### config.mk
export PLATFORM = sky130hd
export DESIGN_NAME = por_sequencer_flat
export DESIGN_NICKNAME = d
export VERILOG_FILES = /design/src/rtl/por_seq_pkg.sv /design/src/rtl/por_link_if.sv /design/src/rtl/por_sequencer.sv /design/src/flat_wrapper.sv
export SDC_FILE = /design/constraint.sdc
export NUM_CORES = 1
export LEC_CHECK = 0
export BUFFER_PORTS_ARGS = -buffer_cell sky130_fd_sc_hd__clkbuf_2
export CAP_MARGIN = 5
export CELL_PAD_IN_SITES_DETAIL_PLACEMENT = 1
export CELL_PAD_IN_SITES_GLOBAL_PLACEMENT = 1
export CORE_ASPECT_RATIO = 1.25
export CORE_MARGIN = 4
export CORE_UTILIZATION = 28
export DETAILED_ROUTE_END_ITERATION = 12
export GPL_TIMING_DRIVEN = 0
export HOLD_SLACK_MARGIN = 0.1
export PLACE_DENSITY_LB_ADDON = 0.1
export SETUP_SLACK_MARGIN = 0.15
export SYNTH_ARGS = -nofsm -noshare
export SYNTH_HDL_FRONTEND = slang
export SYNTH_SLANG_ARGS = --single-unit
export TNS_END_PERCENT = 1
### constraint.sdc
create_clock -name core_clk -period 2.1 [get_ports core_clk]
set_input_delay 0.21 -clock core_clk [delete_from_list [all_inputs] [get_ports core_clk]]
set_output_delay 0.21 -clock core_clk [all_outputs]
set_load 0.05 [all_outputs]
### src/rtl/por_seq_pkg.sv
// Shared constants and types for the power-on reset sequencer pair
package por_seq_pkg;
  localparam int unsigned CLK_HZ          = 40000000;
  localparam int unsigned CLK_PERIOD_NS   = 25;
  localparam int unsigned PWR_STABLE_US   = 2000;
  localparam int unsigned HUB_RESET_US    = 1000;
  localparam int unsigned PROC_TIMER_US   = 1000;
  localparam int unsigned CORE_REL_MIN    = 4;
  localparam int unsigned CORE_REL_MAX    = 6;
  localparam int unsigned PWR_STABLE_CYC  = (PWR_STABLE_US * 1000 + CLK_PERIOD_NS - 1)
                                            / CLK_PERIOD_NS;
  localparam int unsigned HUB_RESET_CYC   = (HUB_RESET_US * 1000) / CLK_PERIOD_NS;
  localparam int unsigned PROC_TIMER_CYC  = (PROC_TIMER_US * 1000) / CLK_PERIOD_NS;
  localparam int unsigned CLK_ALIGN_DIV   = 2;
  localparam int unsigned TIMER_W         = 24;

  // Handshake line codes: device requests, far end acknowledges
  localparam logic [1:0] HS_IDLE = 2'h0;
  localparam logic [1:0] HS_REQ  = 2'h1;
  localparam logic [1:0] HS_ACK  = 2'h2;

  typedef enum logic [2:0] {
    DEV_HELD    = 3'b000,
    DEV_ALIGN   = 3'b001,
    DEV_TIMING  = 3'b010,
    DEV_HS_REQ  = 3'b011,
    DEV_RUN     = 3'b100
  } dev_state_t;

  typedef enum logic [1:0] {
    HUB_OFF     = 2'b00,
    HUB_STABLE  = 2'b01,
    HUB_RESET   = 2'b10,
    HUB_RUN     = 2'b11
  } hub_state_t;
endpackage

### src/rtl/por_link_if.sv
// Interface joining the reset sequencer and its companion hub
`timescale 1ns/1ps
interface por_link_if;
  import por_seq_pkg::*;
  logic       power_good_in;
  logic       reset_request_in_n;
  logic [1:0] hub_handshake_dev;
  logic [1:0] hub_handshake_lines;

  modport device (
    input  power_good_in,
    input  reset_request_in_n,
    input  hub_handshake_lines,
    output hub_handshake_dev
  );
  modport hub (
    output power_good_in,
    output reset_request_in_n,
    output hub_handshake_lines,
    input  hub_handshake_dev
  );
endinterface

### src/rtl/por_sequencer.sv
// Device end: internal reset release and processor reset timing
`timescale 1ns/1ps
module por_sequencer
  import por_seq_pkg::*;
#(
  parameter int unsigned TIMER_CYC = PROC_TIMER_CYC
) (
  input  wire logic core_clk,              // Host clock
  input  wire logic rst,                   // Synchronous reset
  por_link_if.device link,                 // Link to the companion hub
  output logic      power_on_reset,        // Clears everything, sticky bits too
  output logic      hard_reset,            // Clears all but sticky bits
  output logic      core_reset,            // Core logic reset
  output logic      processor_reset_out_n, // Processor complex reset
  output logic      clk_align              // Common edge of internal clocks
);
  // ----------------------------------------------------------------
  // Input synchronisers
  // ----------------------------------------------------------------
  // Two synchroniser flops plus the cycle that enters alignment
  localparam int unsigned SYNC_LAT = 3;

  logic               pg_meta;
  logic               pg_sync;
  logic               rq_meta;
  logic               rq_sync_n;
  dev_state_t         state;
  dev_state_t         next_state;
  logic [TIMER_W-1:0] timer;
  logic [TIMER_W-1:0] next_timer;
  logic [2:0]         align_cnt;
  logic [2:0]         next_align_cnt;
  logic [1:0]         div_cnt;
  logic [1:0]         next_div_cnt;
  logic               timer_done;
  logic               align_ok;
  logic               common_edge;
  logic               ack_seen;
  logic               hold_state;
  logic               next_in_reset;
  logic               next_proc_run;
  logic [1:0]         next_hs;
  logic [1:0]         hs_out;

  // True in every state where the core logic must stay in reset
  function automatic logic reset_stage(input dev_state_t s);
    return (s == DEV_HELD) || (s == DEV_ALIGN);
  endfunction

  // Power-good has no relation to the clock, so it is never used raw
  always_ff @(posedge core_clk) begin
    if (rst) begin
      pg_meta <= 1'b0;
      pg_sync <= 1'b0;
    end else begin
      pg_meta <= link.power_good_in;
      pg_sync <= pg_meta;
    end
  end

  // Reads as a request until two clean samples say otherwise
  always_ff @(posedge core_clk) begin
    if (rst) begin
      rq_meta   <= 1'b0;
      rq_sync_n <= 1'b0;
    end else begin
      rq_meta   <= link.reset_request_in_n;
      rq_sync_n <= rq_meta;
    end
  end

  // ----------------------------------------------------------------
  // Common-edge divider for the slower internal clocks
  // ----------------------------------------------------------------
  assign common_edge  = (div_cnt == 2'(CLK_ALIGN_DIV - 1));
  assign next_div_cnt = common_edge ? '0 : div_cnt + 2'(1);

  // Held at phase zero without power, so every power-up starts in step
  always_ff @(posedge core_clk) begin
    if (rst || !pg_sync) begin
      div_cnt <= '0;
    end else begin
      div_cnt <= next_div_cnt;
    end
  end

  // ----------------------------------------------------------------
  // Sequence control
  // ----------------------------------------------------------------
  // The wait counts from the synchronised edge; the synchroniser latency
  // plus at most one divider period keeps the total inside 4-6 clocks.
  assign align_ok       = (align_cnt >= 3'(CORE_REL_MIN - SYNC_LAT)) && common_edge;
  assign timer_done     = (timer >= TIMER_W'(TIMER_CYC - 1));
  assign ack_seen       = (link.hub_handshake_lines == HS_ACK);
  assign hold_state     = (state == DEV_HELD);
  // Timer runs from the request release, so alignment counts toward it
  assign next_timer     = hold_state ? '0 : (timer_done ? timer : timer + TIMER_W'(1));
  assign next_align_cnt = (state == DEV_ALIGN) ? align_cnt + 3'(1) : '0;

  always_comb begin
    next_state = state;
    case (state)
      DEV_HELD:   next_state = rq_sync_n ? DEV_ALIGN : DEV_HELD;
      DEV_ALIGN:  next_state = align_ok ? DEV_TIMING : DEV_ALIGN;
      DEV_TIMING: next_state = timer_done ? DEV_HS_REQ : DEV_TIMING;
      DEV_HS_REQ: next_state = ack_seen ? DEV_RUN : DEV_HS_REQ;
      DEV_RUN:    next_state = DEV_RUN;
      default:    next_state = DEV_HELD;
    endcase
    if (!rq_sync_n) begin
      next_state = DEV_HELD;
    end
  end

  always_ff @(posedge core_clk) begin
    if (rst || !pg_sync) begin
      state     <= DEV_HELD;
      timer     <= '0;
      align_cnt <= '0;
    end else begin
      state     <= next_state;
      timer     <= next_timer;
      align_cnt <= next_align_cnt;
    end
  end

  // ----------------------------------------------------------------
  // Reset outputs
  // ----------------------------------------------------------------
  assign next_in_reset = reset_stage(next_state);
  assign next_proc_run = (next_state == DEV_RUN) && pg_sync;
  assign next_hs       = (next_state == DEV_HS_REQ) ? HS_REQ : HS_IDLE;

  always_ff @(posedge core_clk) begin
    if (rst) begin
      power_on_reset <= 1'b1;
    end else begin
      power_on_reset <= !pg_sync;
    end
  end

  // One source for both, so they can never release a cycle apart
  always_ff @(posedge core_clk) begin
    if (rst) begin
      hard_reset <= 1'b1;
      core_reset <= 1'b1;
    end else begin
      hard_reset <= next_in_reset;
      core_reset <= next_in_reset;
    end
  end

  always_ff @(posedge core_clk) begin
    if (rst) begin
      processor_reset_out_n <= 1'b0;
    end else begin
      processor_reset_out_n <= next_proc_run;
    end
  end

  always_ff @(posedge core_clk) begin
    if (rst) begin
      hs_out <= HS_IDLE;
    end else begin
      hs_out <= next_hs;
    end
  end

  assign clk_align              = common_edge;
  assign link.hub_handshake_dev = hs_out;
endmodule

### src/flat_wrapper.sv
// flat-port wrapper written by rule: the top's interface ports become plain ports
module por_sequencer_flat import por_seq_pkg::*;
#(
  parameter int unsigned TIMER_CYC = PROC_TIMER_CYC
)
  (core_clk, rst, power_on_reset, hard_reset, core_reset, processor_reset_out_n, clk_align, link_power_good_in, link_reset_request_in_n, link_hub_handshake_lines, link_hub_handshake_dev);
  por_link_if link_i ();
  input  wire logic core_clk;
  input  wire logic rst;
  output logic power_on_reset;
  output logic hard_reset;
  output logic core_reset;
  output logic processor_reset_out_n;
  output logic clk_align;
  input wire logic [$bits(link_i.power_good_in)-1:0] link_power_good_in;
  input wire logic [$bits(link_i.reset_request_in_n)-1:0] link_reset_request_in_n;
  input wire logic [$bits(link_i.hub_handshake_lines)-1:0] link_hub_handshake_lines;
  output wire logic [$bits(link_i.hub_handshake_dev)-1:0] link_hub_handshake_dev;
  assign link_i.power_good_in = link_power_good_in;
  assign link_i.reset_request_in_n = link_reset_request_in_n;
  assign link_i.hub_handshake_lines = link_hub_handshake_lines;
  assign link_hub_handshake_dev = link_i.hub_handshake_dev;
  por_sequencer #(.TIMER_CYC(TIMER_CYC)) u_core (.core_clk(core_clk), .rst(rst), .link(link_i), .power_on_reset(power_on_reset), .hard_reset(hard_reset), .core_reset(core_reset), .processor_reset_out_n(processor_reset_out_n), .clk_align(clk_align));
endmodule
==> summary.md <==
| Metric | Value |
|---|---|
| Post-Synthesis Cells | 173 |
| Vias in the first global route | 1331 |
| CTS clk-pin slew, worst paths | 0.08 ns |
| Critical-path top delay cell | nor4_4 |
| H-tree levels | 2 |
| Final Cycle Share | 87.5% |
| Post-synth EDFFs | 0 |
| Remaining DRCs | 0 |
| Yosys top cell by area | dfxtp_1 |
| Final Wtd Congestion | 0.783 |
| Syn avg cell area | 9.70 um^2 |
| IO Pins | 13 |
| Vias/cell | 4.86 |
| Via count | 1248 |
| # rows | 31 |
| RR Startpoint | u_core.timer[17] |
| Synthesized area | 0.00168 mm^2 |
| Hold Crit Class | in -> reg |
| Final nets | 201 |
| CP startpoint kind | register |
| Die width | 77.2 um |
| Final Hold Fails | 0 |
| Setup TNS | 0 ns |
| Clock skew | 0.00616 ns |
| Power Density | 778 mW/mm^2 |
| Area Overhead vs Synth | 16.9% |
| Clock tree buffer depth | 2 |
| TritonCTS clock tree | yes |
| Yosys warns | 0 |
| Max FO, Critical Path | 7 |
| DRT Pass-1 Iters | 2 |
| CTS Buf Count | 5 |
| Critical path endpoint | u_core.timer[9] |
| Synth async-reset ratio | 0% |
| Largest net degree at the start of global routing | 13 |
| M1 GR Usage | 12.0% |
| Outcome | finished, final reports clean |
| P_leak | 0.000733 uW |
| Area share of the largest cell type after synthesis | 47.7% |
| Crit path time final | 1.84 ns |
| Initial antenna violation count | 0 |
| Count leader, synth | dfxtp_1 |
| Setup crit end kind | register |
| Pins Over Slew Limit | 0 |
| #FFs+latches synth | 40 |
| Most used DFF post-synth | dfxtp_1 |
| WHS | 0.131 ns |
| Post-CTS Setup Bufs | 0 |
| Iteration-0 DRC count of the detailed router | 28 |
| Category of the most critical setup path | reg -> reg |
| Global Route Usage Sum | 10.9% |
| Core Util, Final | 33.7% |
| Fmax | 544 MHz |
| Final wirelength | 3600 um |
| Initial Utilization | 28.8% |
| Clock tree sinks | 40 |
| Max incr delay on CP | 0.42 ns |
| Crit path DAT | 2.02 ns |
| Root Buffer | clkbuf_8 |
| Post-synth cell types | 42 |
| Die Y | 94.5 um |
| Met2 Use GR | 19.7% |
| Max_cap viols | 0 |
| Setup crit start | u_core.timer[17] |
| First-pass GRT wire length | 6290 um |
| Worst R2R Path Depth | 5 |
| Crit-path cells | nor4_4 -> nand2_1 -> a211oi_4 -> a21oi_1 -> a31o_1 |
| Final setup fails | 0 |
| Hold_buf cts | 0 |
| Core Footprint | 0.00582 mm^2 |
| IO Port Bufs | 11 |
| Die area | 0.00730 mm^2 |
| R2R Setup Slk | 0.26 ns |
| Met3 Usage GRT | 3.15% |
| Share of cells above drive strength 1 | 17.3% |
| Synth area leaders | dfxtp_1 48%, nor2_1 5.6%, and2_1 4.1% |
| Total gr overflow | 0 |
| R2r endpoint | u_core.timer[9] |
| Skew-Pair Late Insertion Delay | 0.29 ns |
| DR WL/cell | 14.0 um |
| Post-DP HPWL | 2640 um |
| Worst path required time | 2.28 ns |
| Peak supply drop | 0.000374 V |
| Antenna cells | 0 |
| Routed Antenna Nets | 0 |
| GRT busiest layer | met2 |
| Post-Syn Nets | 183 |
| Sequential area share after synthesis | 47.7% |
| Synth top cells by count | 40 x dfxtp_1, 25 x nor2_1, 15 x nand2_1 |
| RSZ-0062 raised after global routing | no |
==> critical path: cells and delay by family, from the launching register on <==
kind | cells | cell delay (ns)
AO/OA/AOI/OAI | 3 | 0.71
flip-flops | 1 | 0.34
AND/OR/NAND/NOR | 2 | 0.67
==> metal layers <==
metal  vias to the layer above  routed length, um
met5                         -                  0
met4                         0                 62
met3                         7                122
met2                        15               1850
met1                       602               1570
li1                        624                  -
==> state kept, by name, summed over array words and instances, names as in the netlist <==
| name | cells |
|---|---|
| u_core.rq_meta | 1 |
| u_core.align_cnt | 3 |
| u_core.state | 3 |
| u_core.power_on_reset | 1 |
| u_core.rq_sync_n | 1 |
| u_core.div_cnt | 2 |
| u_core.pg_sync | 1 |
| u_core.timer | 24 |
| u_core.pg_meta | 1 |
| u_core.processor_reset_out_n | 1 |
| u_core.hard_reset | 1 |
| u_core.link.hub_handshake_dev | 1 |
==> metrics by stage <==
| step | instances | instance area [um^2] | power, uW | setup slack, ns |
|---|---|---|---|---|
| 2_1_floorplan | 173 | 1680 | 797 | 0.315 |
| 3_3_place_gp | 250 | 1820 | 805 | 0.223 |
| 3_5_place_dp | 250 | 1820 | 807 | 0.151 |
| 4_1_cts | 257 | 1950 | 1550 | 0.179 |
| 5_1_grt | 257 | 1960 | 1590 | 0.151 |
| 6_report | 257 | 1960 | 1530 | 0.263 |
==> logic make-up after synthesis <==
kind of cell | share of synthesized area (%)
DFF | 47.7
other | 0.223
adders and majority gates | 2.98
AOI/OAI and AO/OA | 11.1
and+or+nand+nor | 29.2
buffers and inverters | 2.98
xor gates and xnor gates | 5.74
==> cells in the final DEF (no fill, tap or decap), types with 4 or more instances in the layout <==
| master | n |
|---|---|
| clkbuf_2 | 11 |
| and2_1 | 11 |
| ha_1 | 4 |
| nand4_1 | 5 |
| nor2b_1 | 4 |
| a21oi_1 | 5 |
| nor3_1 | 4 |
| xnor2_1 | 6 |
| clkbuf_8 | 5 |
| dfxtp_1 | 40 |
| xor2_1 | 5 |
| nor2_1 | 25 |
| nand3_1 | 5 |
| nand2_1 | 15 |
==> area by class of cell <==
type | instances | area [um^2]
clock inverter | 2 | 60.1
buffer | 7 | 42.5
inverter | 2 | 7.51
sequential | 40 | 801
fill | 669 | 3860
tap | 66 | 82.6
timing repair buffer | 11 | 55.1
multi-input combinational | 124 | 845
clock buffer | 5 | 68.8
==> report_power, final <==
group	leakage, uW	switching [uW]	internal (uW)	total (uW)
sequential	0.000323	1.72	762	764
combinational	0.000346	15.1	9.05	24.2
clock	0.0000642	270	468	738
total	0.000733	287	1240	1530
==> what timing repair did <==
action                                  4_1_cts  5_1_grt
endpoints found under the setup margin        3        6
resized for setup                             1        1
pin swaps                                     0        0
==> worst min path at each step <==
stage,start,to,slack [ns],cells past startpoint
after floorplan,rst,u_core.pg_meta,0.28,1
after CTS,link_power_good_in,u_core.pg_meta,0.12,2
final,link_reset_request_in_n,u_core.rq_meta,0.13,2
after global placement,u_core.div_cnt[0],u_core.div_cnt[0],0.42,1
after global routing,link_power_good_in,u_core.pg_meta,0.13,2
after detailed placement,link_power_good_in,u_core.pg_meta,0.43,2
No activity file was read; power rests on OpenSTA's default activity.
